<file path="config.mk">
export PLATFORM = sky130hd
export DESIGN_NAME = mrs_rx_inputs
export DESIGN_NICKNAME = d
export VERILOG_FILES = /design/src/hw/mrs_pkg.sv /design/src/hw/mrs_fifo.sv /design/src/hw/mrs_rx_inputs.sv
export SDC_FILE = /design/constraint.sdc
export NUM_CORES = 1
export LEC_CHECK = 0
export ABC_CLOCK_PERIOD_IN_PS = 7200
export BUFFER_PORTS_ARGS = -buffer_cell sky130_fd_sc_hd__buf_2
export CORE_MARGIN = 5
export CORE_UTILIZATION = 50
export CTS_CLUSTER_SIZE = 28
export DETAILED_ROUTE_END_ITERATION = 12
export PLACE_DENSITY = 0.68
export SYNTH_ARGS = -nofsm -noshare
export SYNTH_HDL_FRONTEND = slang
export SYNTH_SLANG_ARGS = --single-unit
</file>
<file path="constraint.sdc">
create_clock -name I_CORE_CLK -period 7.2 [get_ports I_CORE_CLK]
set_input_delay 1.44 -clock I_CORE_CLK [delete_from_list [all_inputs] [get_ports I_CORE_CLK]]
set_output_delay 1.44 -clock I_CORE_CLK [all_outputs]
set_load 0.1 [all_outputs]
</file>
<file path="src/hw/mrs_pkg.sv">
/*
 * constants shared by the receive and line-status input block
 * assumes a 100 MHz core clock and a slower link receive clock
 */
package mrs_pkg;

    // ************************************************************
    // data path widths
    // ************************************************************
    localparam int NIB_W      = 4;          // nibble width on the link
    localparam int FIFO_DEPTH = 8;          // words in the data buffer
    localparam int SYNC_W     = 5;          // clk, dv, er, crs, col
    // bit positions inside the synchroniser vector
    localparam int SB_CLK     = 0;
    localparam int SB_DV      = 1;
    localparam int SB_ER      = 2;
    localparam int SB_CRS     = 3;
    localparam int SB_COL     = 4;
    // buffered word: error flag above the nibble
    localparam int WORD_W     = NIB_W + 1;
    localparam int WB_ERR     = NIB_W;

    // ************************************************************
    // reset values
    // ************************************************************
    localparam logic [SYNC_W-1:0] SYNC_RST = 5'h00;
    localparam logic [NIB_W-1:0]  NIB_RST  = 4'h0;

    // frame tracking states, one bit flips per step except ended back to idle
    typedef enum logic [1:0]
    {
        MRS_IDLE  = 2'h0,
        MRS_FRAME = 2'h1,
        MRS_ENDED = 2'h3
    } mrs_state_e;

endpackage

</file>
<file path="src/hw/mrs_fifo.sv">
/*
 * small synchronous fifo with valid/ready on both sides
 * assumes one clock; full and empty reflect true occupancy
 */
`timescale 1ns/1ps

module mrs_fifo #(
    parameter int WIDTH = 5,
    parameter int DEPTH = 8
) (
    input  wire logic             i_clk,
    input  wire logic             i_reset,
    input  wire logic             i_in_valid,
    output logic                  o_in_ready,
    input  wire logic [WIDTH-1:0] i_in_data,
    output logic                  o_out_valid,
    input  wire logic             i_out_ready,
    output logic [WIDTH-1:0]      o_out_data
);

    localparam int AW = $clog2(DEPTH);

    // ************************************************************
    // storage and pointers
    // ************************************************************
    logic [WIDTH-1:0] mem [DEPTH];          // word array
    logic [AW-1:0]    wr_q;                 // write pointer
    logic [AW-1:0]    rd_q;                 // read pointer
    logic [AW:0]      cnt_q;                // occupancy
    logic             push;
    logic             pop;

    // ready until every slot holds a word
    assign o_in_ready  = (cnt_q != (AW+1)'(DEPTH));
    assign o_out_valid = (cnt_q != '0);
    assign o_out_data  = mem[rd_q];
    assign push        = i_in_valid && o_in_ready;
    assign pop         = o_out_valid && i_out_ready;

    // pointer wrap helper
    function automatic logic [AW-1:0] nxt(input logic [AW-1:0] p);
        begin
            nxt = (p == AW'(DEPTH-1)) ? '0 : p + 1'b1;
        end
    endfunction

    // ************************************************************
    // pointer and count update
    // ************************************************************
    always_ff @(posedge i_clk or posedge i_reset)
    begin
        if (i_reset)
        begin
            wr_q  <= '0;
            rd_q  <= '0;
            cnt_q <= '0;
        end
        else
        begin
            if (push)
                wr_q <= nxt(wr_q);
            if (pop)
                rd_q <= nxt(rd_q);
            // count moves only when one side acts alone
            if (push && !pop)
                cnt_q <= cnt_q + 1'b1;
            else if (pop && !push)
                cnt_q <= cnt_q - 1'b1;
        end
    end

    // data array, no reset needed
    always_ff @(posedge i_clk)
    begin
        if (push)
            mem[wr_q] <= i_in_data;
    end

endmodule

</file>
<file path="src/hw/mrs_rx_inputs.sv">
/*
 * receive data, error flag, carrier sense and collision inputs of the
 * media independent interface, seen from inside the mac.
 * assumes the phy drives all link pins; the receive clock is sampled
 * as data by the core clock, so it must be well below half its rate.
 */
`timescale 1ns/1ps

module mrs_rx_inputs
    import mrs_pkg::*;
#(
    parameter int FIFO_D = FIFO_DEPTH
) (
    input  wire logic                     I_CORE_CLK,
    input  wire logic                     I_RESET,
    input  wire logic                     I_RX_CLK,
    input  wire logic                     I_RX_DV,
    input  wire logic                     I_RX_ER,
    input  wire logic [mrs_pkg::NIB_W-1:0] I_RXD,
    input  wire logic                     I_CRS,
    input  wire logic                     I_COL,
    input  wire logic                     I_SERIAL_CODEC_MODE,
    input  wire logic                     I_FULL_DUPLEX,
    input  wire logic                     I_DATA_READY,
    output logic                          O_DATA_VALID,
    output logic [mrs_pkg::NIB_W-1:0]     O_DATA,
    output logic                          O_DATA_ERR,
    output logic                          O_FRAME_END,
    output logic                          O_OVERFLOW,
    output logic                          O_CARRIER,
    output logic                          O_COLLISION
);
    import mrs_pkg::*;

    // ************************************************************
    // limits and hazards
    // ************************************************************
    // the receive clock is sampled as data, never used as a clock:
    // a link period must span well over two core cycles, or a
    // rising edge slips between two samples and a nibble is lost.
    // the data pins ride the same two-flop path as the clock, so a
    // nibble is read at the detected edge with its setup intact.
    // carrier and collision bear no relation to any clock and are
    // only synchronised; a blip shorter than a core period may go
    // unseen, which the phy's hold rules make harmless.
    // the fifo absorbs consumer stalls; with one word waiting in the
    // output stage, nine nibbles fit before one is dropped and the
    // overflow pulse marks the loss.
    // serial mode is latched in every idle cycle, the first nibble's included,
    // so a mode change in that cycle splits a frame into two formats.

    // ************************************************************
    // state record
    // ************************************************************
    typedef struct packed {
        logic [SYNC_W-1:0] s1;          // first synchroniser stage
        logic [SYNC_W-1:0] s2;          // second synchroniser stage
        logic [NIB_W-1:0]  d1;          // data first stage
        logic [NIB_W-1:0]  d2;          // data second stage
        logic              clk_prev;    // last synced receive clock
        logic              mode_q;      // serial mode, held per frame
        mrs_state_e        st;          // frame tracking
        logic              ovf;         // overflow pulse
        logic              end_p;       // frame end pulse
        logic              crs;         // carrier output
        logic              col;         // collision output
        logic [NIB_W-1:0]  dat;         // output data
        logic              err;         // output error flag
        logic              vld;         // output valid
    } mrs_s;

    mrs_s              cur_q;           // registered state
    mrs_s              nxt_d;           // next state
    logic              f_in_ready;      // fifo can accept
    logic              f_out_valid;     // fifo holds a word
    logic [WORD_W-1:0] f_out_data;      // fifo head word
    logic              push;            // capture strobe into fifo
    logic [WORD_W-1:0] push_word;       // captured nibble and error
    logic              rise;            // receive clock rising edge
    logic              take;            // output register may load

    // ************************************************************
    // capture decode
    // ************************************************************
    // rising edge of the link clock seen through the synchroniser;
    // data was sampled alongside, so it is stable at this point
    assign rise = cur_q.s2[SB_CLK] && !cur_q.clk_prev;
    // one nibble per link clock with data-valid high, else ignored
    assign push = rise && cur_q.s2[SB_DV];
    // serial mode keeps only bit 0; error only counts with valid
    assign push_word = {cur_q.s2[SB_ER] && cur_q.s2[SB_DV],
                        cur_q.mode_q ? {3'h0, cur_q.d2[0]}
                                     : cur_q.d2};
    // output register reloads when empty or consumed
    // a held word also holds the fifo head, so order is kept
    assign take = !cur_q.vld || I_DATA_READY;

    // ************************************************************
    // next state
    // ************************************************************
    always_comb
    begin
        // default: every field holds, pulses are cleared below
        nxt_d       = cur_q;
        // every asynchronous pin passes two flops first
        nxt_d.s1    = {I_COL, I_CRS, I_RX_ER, I_RX_DV, I_RX_CLK};
        nxt_d.s2    = cur_q.s1;
        nxt_d.d1    = I_RXD;
        nxt_d.d2    = cur_q.d1;
        nxt_d.clk_prev = cur_q.s2[SB_CLK];
        nxt_d.ovf   = push && !f_in_ready;
        nxt_d.end_p = 1'b0;
        // carrier passes untouched in both modes
        nxt_d.crs   = cur_q.s2[SB_CRS];
        // collision masked in full duplex, same in both modes
        nxt_d.col   = cur_q.s2[SB_COL] && !I_FULL_DUPLEX;
        // output stage fed from the buffer head
        if (take)
        begin
            nxt_d.vld = f_out_valid;
            nxt_d.dat = f_out_data[NIB_W-1:0];
            nxt_d.err = f_out_data[WB_ERR];
        end
        // frame tracking on link clock edges
        case (cur_q.st)
            // waiting for the first valid nibble of a frame
            MRS_IDLE:
            begin
                // mode latched every idle cycle; the first push still uses the value from the cycle before
                nxt_d.mode_q = I_SERIAL_CODEC_MODE;
                if (push)
                    nxt_d.st = MRS_FRAME;
            end
            // inside a frame until data-valid is seen low
            MRS_FRAME:
            begin
                if (rise && !cur_q.s2[SB_DV])
                    nxt_d.st = MRS_ENDED;
            end
            // one-cycle end pulse, then back to idle
            MRS_ENDED:
            begin
                nxt_d.end_p = 1'b1;
                nxt_d.st    = MRS_IDLE;
            end
            // unused code recovers to idle
            default:
            begin
                nxt_d.st = MRS_IDLE;
            end
        endcase
    end

    // ************************************************************
    // state register
    // ************************************************************
    // reset loads constants only; every output reads low after it
    always_ff @(posedge I_CORE_CLK or posedge I_RESET)
    begin
        if (I_RESET)
        begin
            // flags, pulses and outputs low while reset stands
            cur_q          <= '0;
            cur_q.s1       <= SYNC_RST;
            cur_q.s2       <= SYNC_RST;
            cur_q.d1       <= NIB_RST;
            cur_q.d2       <= NIB_RST;
            cur_q.dat      <= NIB_RST;
            cur_q.st       <= MRS_IDLE;
        end
        else
        begin
            // every field advances on every core edge
            cur_q <= nxt_d;
        end
    end

    // ************************************************************
    // nibble buffer
    // ************************************************************
    // words leave in arrival order; a full buffer drops the newcomer
    // and the overflow pulse is raised instead
    mrs_fifo #(
        .WIDTH (WORD_W),
        .DEPTH (FIFO_D)
    ) u_fifo (
        .i_clk       (I_CORE_CLK),
        .i_reset     (I_RESET),
        .i_in_valid  (push),
        .o_in_ready  (f_in_ready),
        .i_in_data   (push_word),
        .o_out_valid (f_out_valid),
        .i_out_ready (take),
        .o_out_data  (f_out_data)
    );

    // outputs straight from the state flops
    // no logic sits between these flops and the pins
    assign O_DATA_VALID = cur_q.vld;
    assign O_DATA       = cur_q.dat;
    assign O_DATA_ERR   = cur_q.err;
    assign O_FRAME_END  = cur_q.end_p;
    assign O_OVERFLOW   = cur_q.ovf;
    assign O_CARRIER    = cur_q.crs;
    assign O_COLLISION  = cur_q.col;

endmodule

</file>
==> run_results.csv, run 1 <==
group,metric,value,unit
sta,setup_viol,0,
die,io_pins,24,
final_layout,fillers,526,
worst_setup_path,critical_path_arrival,3.71,ns
worst_setup_path,cp.required,7.41,ns
clocking,clkTransAtPathRegs,0.08,ns
sta,finalHoldViolCount,0,
die,die_area,0.00813,sq mm
sta,fin_crit_sh,0.486,
detailed_routing,wl_per_cell,15.2,um
clocking,cts_resized,0,
place,dpl.hpwl,3.32,mm
sta,maxSlewHeadroom,0.220,
final_layout,drive_gt1_frac,0.211,
detailed_routing,drc,0,
die,std_cell_rows,29,
grt,grt_pass1_wl,8.21,mm
clocking,numCtsBuffers,9,
final_layout,final_cell_mix,"dfrtp_1, edfxtp_1, buf_2",
yosys,netlist_area,0.00321,sq mm
grt,antenna_found_initial,0,
sta,worst_slew_pin_slew,1.17,ns
yosys,ys_types,36,
clocking,hold_buffers,0,
die,core,0.00631,sq mm
run,drv_cap,0,
sta,tns,0,ns
detailed_routing,drt_iter0_markers,93,
worst_setup_path,max_stage_delay,0.48,ns
yosys,yosysWarnings,0,
yosys,synthCells,211,
sta,final_max_slew_viol_count,0,
worst_hold_path,hp-class,"flip-flop to flip-flop",
worst_setup_path,cpMaxStageDelayCell,"a2111oi_0",
clocking,clk-insertion-delay-late,0.34,ns
worst_setup_path,cp_max_fo,12,
sta,fmaxAchievable,286,MHz
yosys,yosysSeqAreaShare,0.701,
place,portBuffers,23,
yosys,ys_ff_latch,82,
detailed_routing,viasPerCell,5.10,
detailed_routing,routed_wl,4.86,mm
die,die_h,90.2,um
grt,track_usage,0.130,
die,die_w,90.2,um
yosys,avgSynthCellArea,15.2,sq um
worst_setup_path,path_class,"primary input to flip-flop",
grt,grt_max_degree,40,
yosys,syn_nets,233,
final_layout,final_common_cell,"dfrtp_1",
grt,overflow,0,
pwr,ir_drop,0.220,mV
detailed_routing,drt-pass1-iter-count,4,
worst_setup_path,cp-start-kind,"primary input",
clocking,cts_tree,"yes",
clocking,clk_path_buf_depth,2,
final_layout,fin_nets,259,
sta,whs,0.345,ns
die,start_util,0.509,
final_layout,antenna_cells,0,
clocking,cts_sinks,82,
clocking,htree_num_levels,3,
detailed_routing,route.vias.total,1628,
worst_setup_path,path_common_cell,"inv_1",
clocking,post_cts_buffers,0,
sta,rsz0062_at_grt,"false",
place,finalWeightedCongestion,0.749,
grt,grt_pass1_vias,1608,
pwr,power-per-cell-area,386,mW/mm^2
detailed_routing,ant_nets,0,
pwr,p_leak,0.00145,uW
sta,finalCriticalPeriod,3.50,ns
outcome,status,"finished, final reports clean",
worst_setup_path,cp-end-kind,"flip-flop",
clocking,root_buffer,"clkbuf_8",
sta,fin_skew,0.00864,ns
final_layout,area_delta_synth_final,10.1,%
worst_setup_path,crit_chain,"buf_2, nand2b_1, inv_1, nor2_2, inv_1, ha_1, inv_1, ha_1, a21o_2, a2111oi_0, o31ai_1",
-- area by class of cell --
cell class	count	area, sq um	share of cell area
tap	77	96.3	0.0272
inverter	11	43.8	0.0124
multi-input combinational	109	857	0.242
sequential	82	2250	0.636
clock inverter	6	40.0	0.0113
clock buffer	10	128	0.0361
timing repair buffer	24	123	0.0346
-- Yosys cell counts, drive strengths merged --
library cell,number,share of area
nand3b,1,0.0023
xnor2,2,0.0055
dfrtp,42,0.33
nor4,2,0.0058
inv,11,0.014
a21o,1,0.0027
nor3,8,0.014
a21oi,2,0.0031
mux2i,21,0.065
a2111oi,1,0.0027
nand2,7,0.0090
nor2,9,0.011
nand3,6,0.013
mux2,8,0.032
a22oi,10,0.023
nand2b,3,0.0058
clkbuf,2,0.0023
ha,7,0.027
o31ai,1,0.0023
fa,1,0.0062
o21ai,7,0.011
nor2b,8,0.016
buf,7,0.017
edfxtp,40,0.37
and2,3,0.0058
nor4b,1,0.0027
-- metal layers --
layer | vias up | global-route usage | wire, um
met2 | 26 | 0.186 | 2270
met1 | 785 | 0.188 | 2370
met3 | 4 | 0.0376 | 181
li1 | 813 | - | -
met5 | - | 0 | 0
met4 | 0 | 0.0484 | 40
-- sequential cells by signal (all words and copies together), names as in the netlist --
| register | count |
|---|---|
| O_FRAME_END | 1 |
| O_DATA | 4 |
| O_DATA_VALID | 1 |
| u_fifo.wr_q | 3 |
| O_CARRIER | 1 |
| O_OVERFLOW | 1 |
| u_fifo.rd_q | 3 |
| O_COLLISION | 1 |
| u_fifo.mem | 40 |
| O_DATA_ERR | 1 |
| cur_q | 22 |
| u_fifo.cnt_q | 4 |
-- power breakdown --
part	switching, uW	leakage [uW]	internal (uW)
Sequential	91.3	0.000862	564
Combinational	267	0.000494	161
Clock	158	0.0000913	126
-- metrics by stage --
| stage | setup WS [ns] | std cells | utilization | area, sq um | power, uW |
|---|---|---|---|---|---|
| after floorplan | 3.93 | 211 | - | 3210 | 1030 |
| after global placement | 3.52 | 303 | 0.534 | 3370 | 1090 |
| after detailed placement | 3.41 | 303 | 0.534 | 3370 | 1100 |
| after CTS | 3.76 | 319 | 0.561 | 3540 | 1380 |
| after global routing | 3.39 | 319 | 0.561 | 3540 | 1460 |
| final | 3.70 | 319 | 0.561 | 3540 | 1370 |
-- critical path: cells and delay by family --
kind                     cells  cell delay [ns]
AO/OA/AOI/OAI                3             0.85
AND/OR/NAND/NOR              2             0.51
buffers and inverters        4             0.39
adder cells (fa/ha/maj)      2             0.50
-- path summary, 6_finish.rpt --
path	slack, ns	from	to	depth (start not counted)
setup / recovery	3.70	I_DATA_READY	u_fifo.cnt_q[3]	11
hold / removal	0.34	cur_q[29]	cur_q[24]	0
setup reg to reg	4.51	O_DATA_VALID	u_fifo.cnt_q[3]	10
hold reg to reg	0.34	cur_q[29]	cur_q[24]	0
max in group asynchronous	5.59	I_RESET	cur_q[15]	3
min in group asynchronous	0.94	I_RESET	O_COLLISION	2
-- cell families (layout without fill, tap and decap cells) --
group / after synthesis / in the layout / synth area share
adder cells (fa/ha/maj): 8 / 8 / 0.0335
multiplexers: 29 / 29 / 0.0969
AO/OA/AOI/OAI: 22 / 22 / 0.0452
AND/OR/NAND/NOR: 48 / 48 / 0.0856
XOR/XNOR: 2 / 2 / 0.00545
buffers and inverters: 20 / 51 / 0.0327
flip-flops: 82 / 82 / 0.701
No activity file was read; power rests on OpenSTA's default activity.
==> run 2: changes to the inputs <==
- ABC_AREA: default -> 1
- ABC_CLOCK_PERIOD_IN_PS: 7200 -> 3600
- clock period: 7.2 -> 3.6 ns (I/O delays scaled with it)
==> run 2 against run 1 <==
Effect of this change:
- worst setup slack got worse by 2.4 ns
- power is 110% higher
- synthesized area up 3.7%
- worst hold slack better by 0.0024 ns
- largest cell class unchanged
- global-route usage increased by 2.0 points
==> run_results.csv, run 2 <==
group,metric,value,unit
worst_setup_path,critical_path_arrival,2.54,ns
grt,track_usage,0.150,
grt,grt-busiest-layer,"met2",
final_layout,stdcell_area,0.00368,sq mm
yosys,yosysWarnings,0,
place,dpl.hpwl,3.97,mm
final_layout,multi_input_area,832,sq um
worst_setup_path,path_class,"primary input to flip-flop",
clocking,clk_path_buf_depth,2,
yosys,yosysSeqAreaShare,0.675,
sta,final_max_slew_viol_count,0,
final_layout,largest_reg_flops,40,
grt,overflow,0,
final_layout,fin_nets,359,
grt,grt.met2_usage,0.228,
sta,fin_skew,0.00988,ns
die,io_pins,24,
yosys,syn_nets,332,
yosys,ys_types,24,
final_layout,fillers,567,
yosys,netlist_area,0.00333,sq mm
final_layout,seqCellArea,0.00225,sq mm
detailed_routing,drt-pass1-iter-count,4,
pwr,p_leak,0.00174,uW
clocking,post_cts_buffers,0,
place,dp_slack,0.999,ns
final_layout,final_cell_mix,"nand2_1, inv_1, dfrtp_1",
clocking,root_buffer,"clkbuf_8",
yosys,netlist.area_leader.share,0.360,
final_layout,antenna_cells,0,
die,die_h,91.7,um
detailed_routing,wl_per_cell,13.8,um
sta,tns,0,ns
worst_setup_path,cpMaxStageDelayCell,"ha_1",
worst_hold_path,hp-class,"flip-flop to flip-flop",
final_layout,area_delta_synth_final,10.2,%
outcome,status,"finished, final reports clean",
clocking,numCtsBuffers,9,
die,start_util,0.519,
sta,fin_crit_sh,0.626,
sta,maxSlewHeadroom,0.551,
pwr,ir_drop,0.297,mV
detailed_routing,drt_iter0_markers,170,
sta,rsz0062_at_grt,"false",
clocking,cts_resized,0,
worst_setup_path,cp-end-kind,"flip-flop",
grt,grt_pass1_vias,1970,
detailed_routing,ant_nets,0,
clocking,clkTransAtPathRegs,0.08,ns
sta,finalCriticalPeriod,2.25,ns
worst_setup_path,cp_max_fo,8,
worst_setup_path,cp.required,3.89,ns
die,core,0.00642,sq mm
grt,use_met3,0.0319,
detailed_routing,viasPerCell,4.91,
pwr,power-per-cell-area,776,mW/mm^2
grt,antenna_found_initial,0,
yosys,synthCells,310,
sta,worst_slew_pin_slew,0.671,ns
worst_setup_path,max_stage_delay,0.32,ns
yosys,ys_ff_latch,82,
clocking,hold_buffers,0,
worst_setup_path,path_common_cell,"nand2_1",
yosys,ys_async_sr_fraction,0.512,
clocking,clk-insertion-delay-late,0.35,ns
sta,fmaxAchievable,444,MHz
final_layout,drive_gt1_frac,0.143,
clocking,cts_sinks,82,
yosys,yosys-top-cells-area,"edfxtp_1, dfrtp_1, nand2_1",
die,die_w,91.7,um
detailed_routing,routed_wl,5.76,mm
yosys,ys.flop_type,"dfrtp_1",
die,std_cell_rows,29,
detailed_routing,route.vias.total,2056,
yosys,synth_edf_count,40,
worst_setup_path,cp-start-kind,"primary input",
yosys,ys_top_cells_by_count,"nand2_1, inv_1, dfrtp_1, edfxtp_1, nand3_1",
place,portBuffers,23,
detailed_routing,drc,0,
clocking,cts_tree,"yes",
grt,grt_pass1_wl,9.57,mm
sta,finalHoldViolCount,0,
final_layout,final_common_cell,"nand2_1",
final_layout,top_regs,"u_fifo.mem: 40 flops, cur_q: 22 flops",
place,finalWeightedCongestion,0.854,
grt,use_met1,0.200,
place,place_area,0.00351,sq mm
grt,grt_max_degree,43,
final_layout,fin_util,0.572,
final_layout,top_register,"u_fifo.mem",
yosys,synth_most_common_cell,"nand2_1",
sta,setup_viol,0,
clocking,htree_num_levels,3,
die,die_area,0.00840,sq mm
worst_setup_path,crit_chain,"buf_2, nor2_2, inv_2, nand2_2, ha_1, inv_1, ha_1, or2_2, nand2_1, nand3_1, nand2_1, nand2_1, nand2_1",
sta,fin_ws,1.35,ns
yosys,yosysTopAreaCell,"edfxtp_1",
run,drv_cap,0,
yosys,avgSynthCellArea,10.8,sq um
[run 2: logic make-up (layout without fill, tap and decap cells)]
family,Yosys count,count (layout),share of synthesized area
adder cells (fa/ha/maj),8,8,0.0323
flip-flops,82,82,0.675
buffers and inverters,61,93,0.0750
AND/OR/NAND/NOR,146,146,0.189
AO/OA/AOI/OAI,10,10,0.0199
multiplexers,1,1,0.00338
XOR/XNOR,2,2,0.00525
[run 2: report_power, final]
group | internal, uW | leakage [uW] | switching [uW]
Clock | 252 | 0.0000809 | 330
Combinational | 276 | 0.000795 | 742
Sequential | 1130 | 0.000866 | 124
[run 2: layer usage]
layer  wire [um]  up-vias
met4         146        0
met5           0        -
met1        2690      970
met2        2680       47
met3         248       12
li1            -     1027
[run 2: final timing paths]
path	from	end	slack, ns	cells past startpoint
setup / recovery	I_DATA_READY	u_fifo.cnt_q[3]	1.35	13
hold / removal	cur_q[28]	cur_q[23]	0.35	0
setup reg to reg	u_fifo.cnt_q[0]	u_fifo.cnt_q[3]	1.36	11
hold reg to reg	cur_q[28]	cur_q[23]	0.35	0
max in group asynchronous	I_RESET	u_fifo.wr_q[2]	2.78	3
min in group asynchronous	I_RESET	u_fifo.cnt_q[1]	0.47	3
[run 2: cell type report]
type / instances / share of cell area
clock buffers: 10 / 0.0347
clock inverters: 6 / 0.0116
inverters: 52 / 0.0531
multi-input cells: 167 / 0.226
flip-flops and latches: 82 / 0.613
well taps: 77 / 0.0262
repair buffers: 25 / 0.0354
[run 2: worst max-delay path, delay by kind of cell]
family / cells / cell delay (ns)
and+or+nand+nor: 8 / 1.00
buffers and inverters: 3 / 0.31
adders and majority gates: 2 / 0.50
[run 2: per-stage QoR]
stage	total power [uW]	hold WS (ns)	cells
global route	3040	0.361	419
finish	2850	0.347	419
detailed placement	2290	0.335	403
global placement	2260	0.331	403
CTS	2870	0.352	419
floorplan	2100	0.331	310
==> run 3: changes to the inputs <==
- ABC_CLOCK_PERIOD_IN_PS: 3600 -> 2350
- clock period: 3.6 -> 2.35 ns (I/O delays scaled with it)
==> run 3 against run 2 <==
Effect of this change:
- first-iteration DRC count fell by 22%
- non-clock buffer count rose by 3
- sequential share of layout area fell by 1.1 points
- clock skew barely moved
- register-to-register slack got worse by 1.1 ns
- power rose by 59%
- wire length fell by 4.5%
- clock power rose by 86%
- global-route usage fell by 0.22 points
- via count rose by 1.2%
- cell count rose by 0.72%
- count of clock-buffer cells in the layout did not move
- largest power group unchanged
==> run_results.csv, run 3 (same netlist as run 2, synthesis figures left out) <==
group,metric,value,unit
outcome,status,"finished, final reports clean",
sta,finalHoldViolCount,0,
worst_setup_path,r2r_setup_slack,0.23,ns
final_layout,area_delta_synth_final,12.3,%
sta,fin_crit_sh,0.901,
pwr,clkPwrFrac,0.237,
final_layout,drive_gt1_frac,0.159,
grt,grt_pass1_vias,2064,
grt,track_usage,0.148,
worst_setup_path,cp.required,2.64,ns
pwr,swShare,0.401,
clocking,root_buffer,"clkbuf_8",
pwr,power-per-cell-area,1210,mW/mm^2
detailed_routing,wl_per_cell,13.0,um
run,drv_cap,0,
detailed_routing,drc,0,
grt,use_met3,0.0524,
sta,maxSlewHeadroom,0.551,
clocking,cts_sinks,82,
sta,rsz0062_at_grt,"false",
clocking,hold_buffers,0,
pwr,power_frac_comb,0.342,
worst_setup_path,crit_chain,"nor2_4, nand3_1, nand2_2, ha_1, inv_1, ha_1, or2_2, nand2_1, nand3_1, nand2_1, nand2_1, nand2_1",
detailed_routing,ant_nets,0,
die,io_pins,24,
sta,final_max_slew_viol_count,0,
worst_setup_path,cp-end-kind,"flip-flop",
final_layout,stdcell_area,0.00375,sq mm
clocking,htree_num_levels,3,
final_layout,fin_nets,362,
clocking,clkTransAtPathRegs,0.08,ns
detailed_routing,viasPerCell,4.93,
die,die_h,91.7,um
grt,antenna_found_initial,0,
sta,finalCriticalPeriod,2.12,ns
sta,setup_viol,0,
place,finalWeightedCongestion,0.820,
worst_setup_path,cp_top_family,"simple AND/OR/NAND/NOR gates",
die,die_w,91.7,um
grt,grt.met2_usage,0.225,
clocking,cts_resized,0,
final_layout,top_regs,"u_fifo.mem: 40 flops, cur_q: 22 flops",
pwr,internal_power,2730,uW
final_layout,top_register,"u_fifo.mem",
place,dp_slack,0.164,ns
grt,grt-busiest-layer,"met2",
sta,fin_ws,0.232,ns
pwr,ir_drop,0.520,mV
die,start_util,0.519,
pwr,power_switching,1820,uW
final_layout,antenna_cells,0,
worst_setup_path,path_buf_inv,1,
sta,fin_skew,0.00980,ns
final_layout,final_cells,422,
detailed_routing,drt_iter0_markers,132,
final_layout,final_cell_mix,"nand2_1, inv_1, dfrtp_1",
pwr,seqPwrFrac,0.421,
die,std_cell_rows,29,
clocking,cts_tree,"yes",
worst_setup_path,path_class,"flip-flop to flip-flop",
detailed_routing,routed_wl,5.51,mm
worst_setup_path,cp-start-kind,"flip-flop",
final_layout,largest_reg_flops,40,
worst_hold_path,hp-class,"primary input to async pin",
clocking,clk-insertion-delay-late,0.35,ns
worst_setup_path,cp_max_fo,8,
place,dp_cells,406,
place,place_area,0.00353,sq mm
worst_setup_path,critical_path_arrival,2.41,ns
sta,worst_slew_pin_slew,0.671,ns
grt,grt_max_degree,23,
place,portBuffers,23,
grt,use_met1,0.190,
final_layout,final_common_cell,"nand2_1",
clocking,clk_path_buf_depth,2,
pwr,p_leak,0.00179,uW
sta,fmaxAchievable,472,MHz
die,core,0.00642,sq mm
clocking,post_cts_buffers,0,
detailed_routing,route.vias.total,2081,
die,die_area,0.00840,sq mm
clocking,numCtsBuffers,9,
worst_setup_path,max_stage_delay,0.46,ns
worst_setup_path,path_common_cell,"nand2_1",
sta,tns,0,ns
place,dpl.hpwl,3.92,mm
grt,overflow,0,
detailed_routing,drt-pass1-iter-count,4,
worst_setup_path,cpMaxStageDelayCell,"dfrtp_1",
grt,grt_pass1_wl,9.66,mm
-- run 3: area by class of cell --
| type | instances | area (sq um) |
|---|---|---|
| inverter | 52 | 195 |
| clock inverter | 6 | 67.6 |
| fill | 530 | 2680 |
| tap | 77 | 96.3 |
| timing repair buffer | 28 | 153 |
| sequential | 82 | 2250 |
| clock buffer | 10 | 149 |
| multi-input combinational | 167 | 832 |
-- run 3: per-layer routing --
layer | part of all wire | routed length [um]
met2 | 0.47 | 2600
met5 | 0 | 0
met1 | 0.45 | 2490
met4 | 0.028 | 156
met3 | 0.047 | 261
-- run 3: path summary, 6_finish.rpt --
check	end	startpoint	depth (start not counted)
setup / recovery	u_fifo.cnt_q[3]	u_fifo.cnt_q[0]	12
hold / removal	cur_q[26]	I_RESET	2
setup reg to reg	u_fifo.cnt_q[3]	u_fifo.cnt_q[0]	12
hold reg to reg	cur_q[15]	cur_q[19]	0
max in group asynchronous	u_fifo.wr_q[1]	I_RESET	3
min in group I_CORE_CLK	cur_q[21]	I_RXD[3]	1
-- run 3: worst reg2reg max path, delay by kind of cell (launching register included) --
kind | cells | cell delay (ns)
buf+inv | 1 | 0.09
flops | 1 | 0.46
simple gates | 9 | 1.00
fa+ha+maj | 2 | 0.50
-- run 3: metrics by stage --
step | hold WS [ns] | power (uW) | utilization
CTS | 0.116 | 4590 | 0.583
detailed placement | 0.335 | 3500 | 0.550
global route | 0.144 | 4870 | 0.583
floorplan | 0.331 | 3220 | -
finish | 0.119 | 4550 | 0.583
global placement | 0.331 | 3470 | 0.550
-- run 3: power by group through the flow --
| stage | Combinational [uW] | Sequential, uW | Clock, uW |
|---|---|---|---|
| final | 1560 | 1910 | 1080 |
| after global routing | 1750 | 1940 | 1170 |
| after CTS | 1570 | 1920 | 1100 |
| after detailed placement | 1560 | 1950 | 0 |
| after global placement | 1540 | 1930 | 0 |
| after floorplan | 1180 | 2030 | 0 |
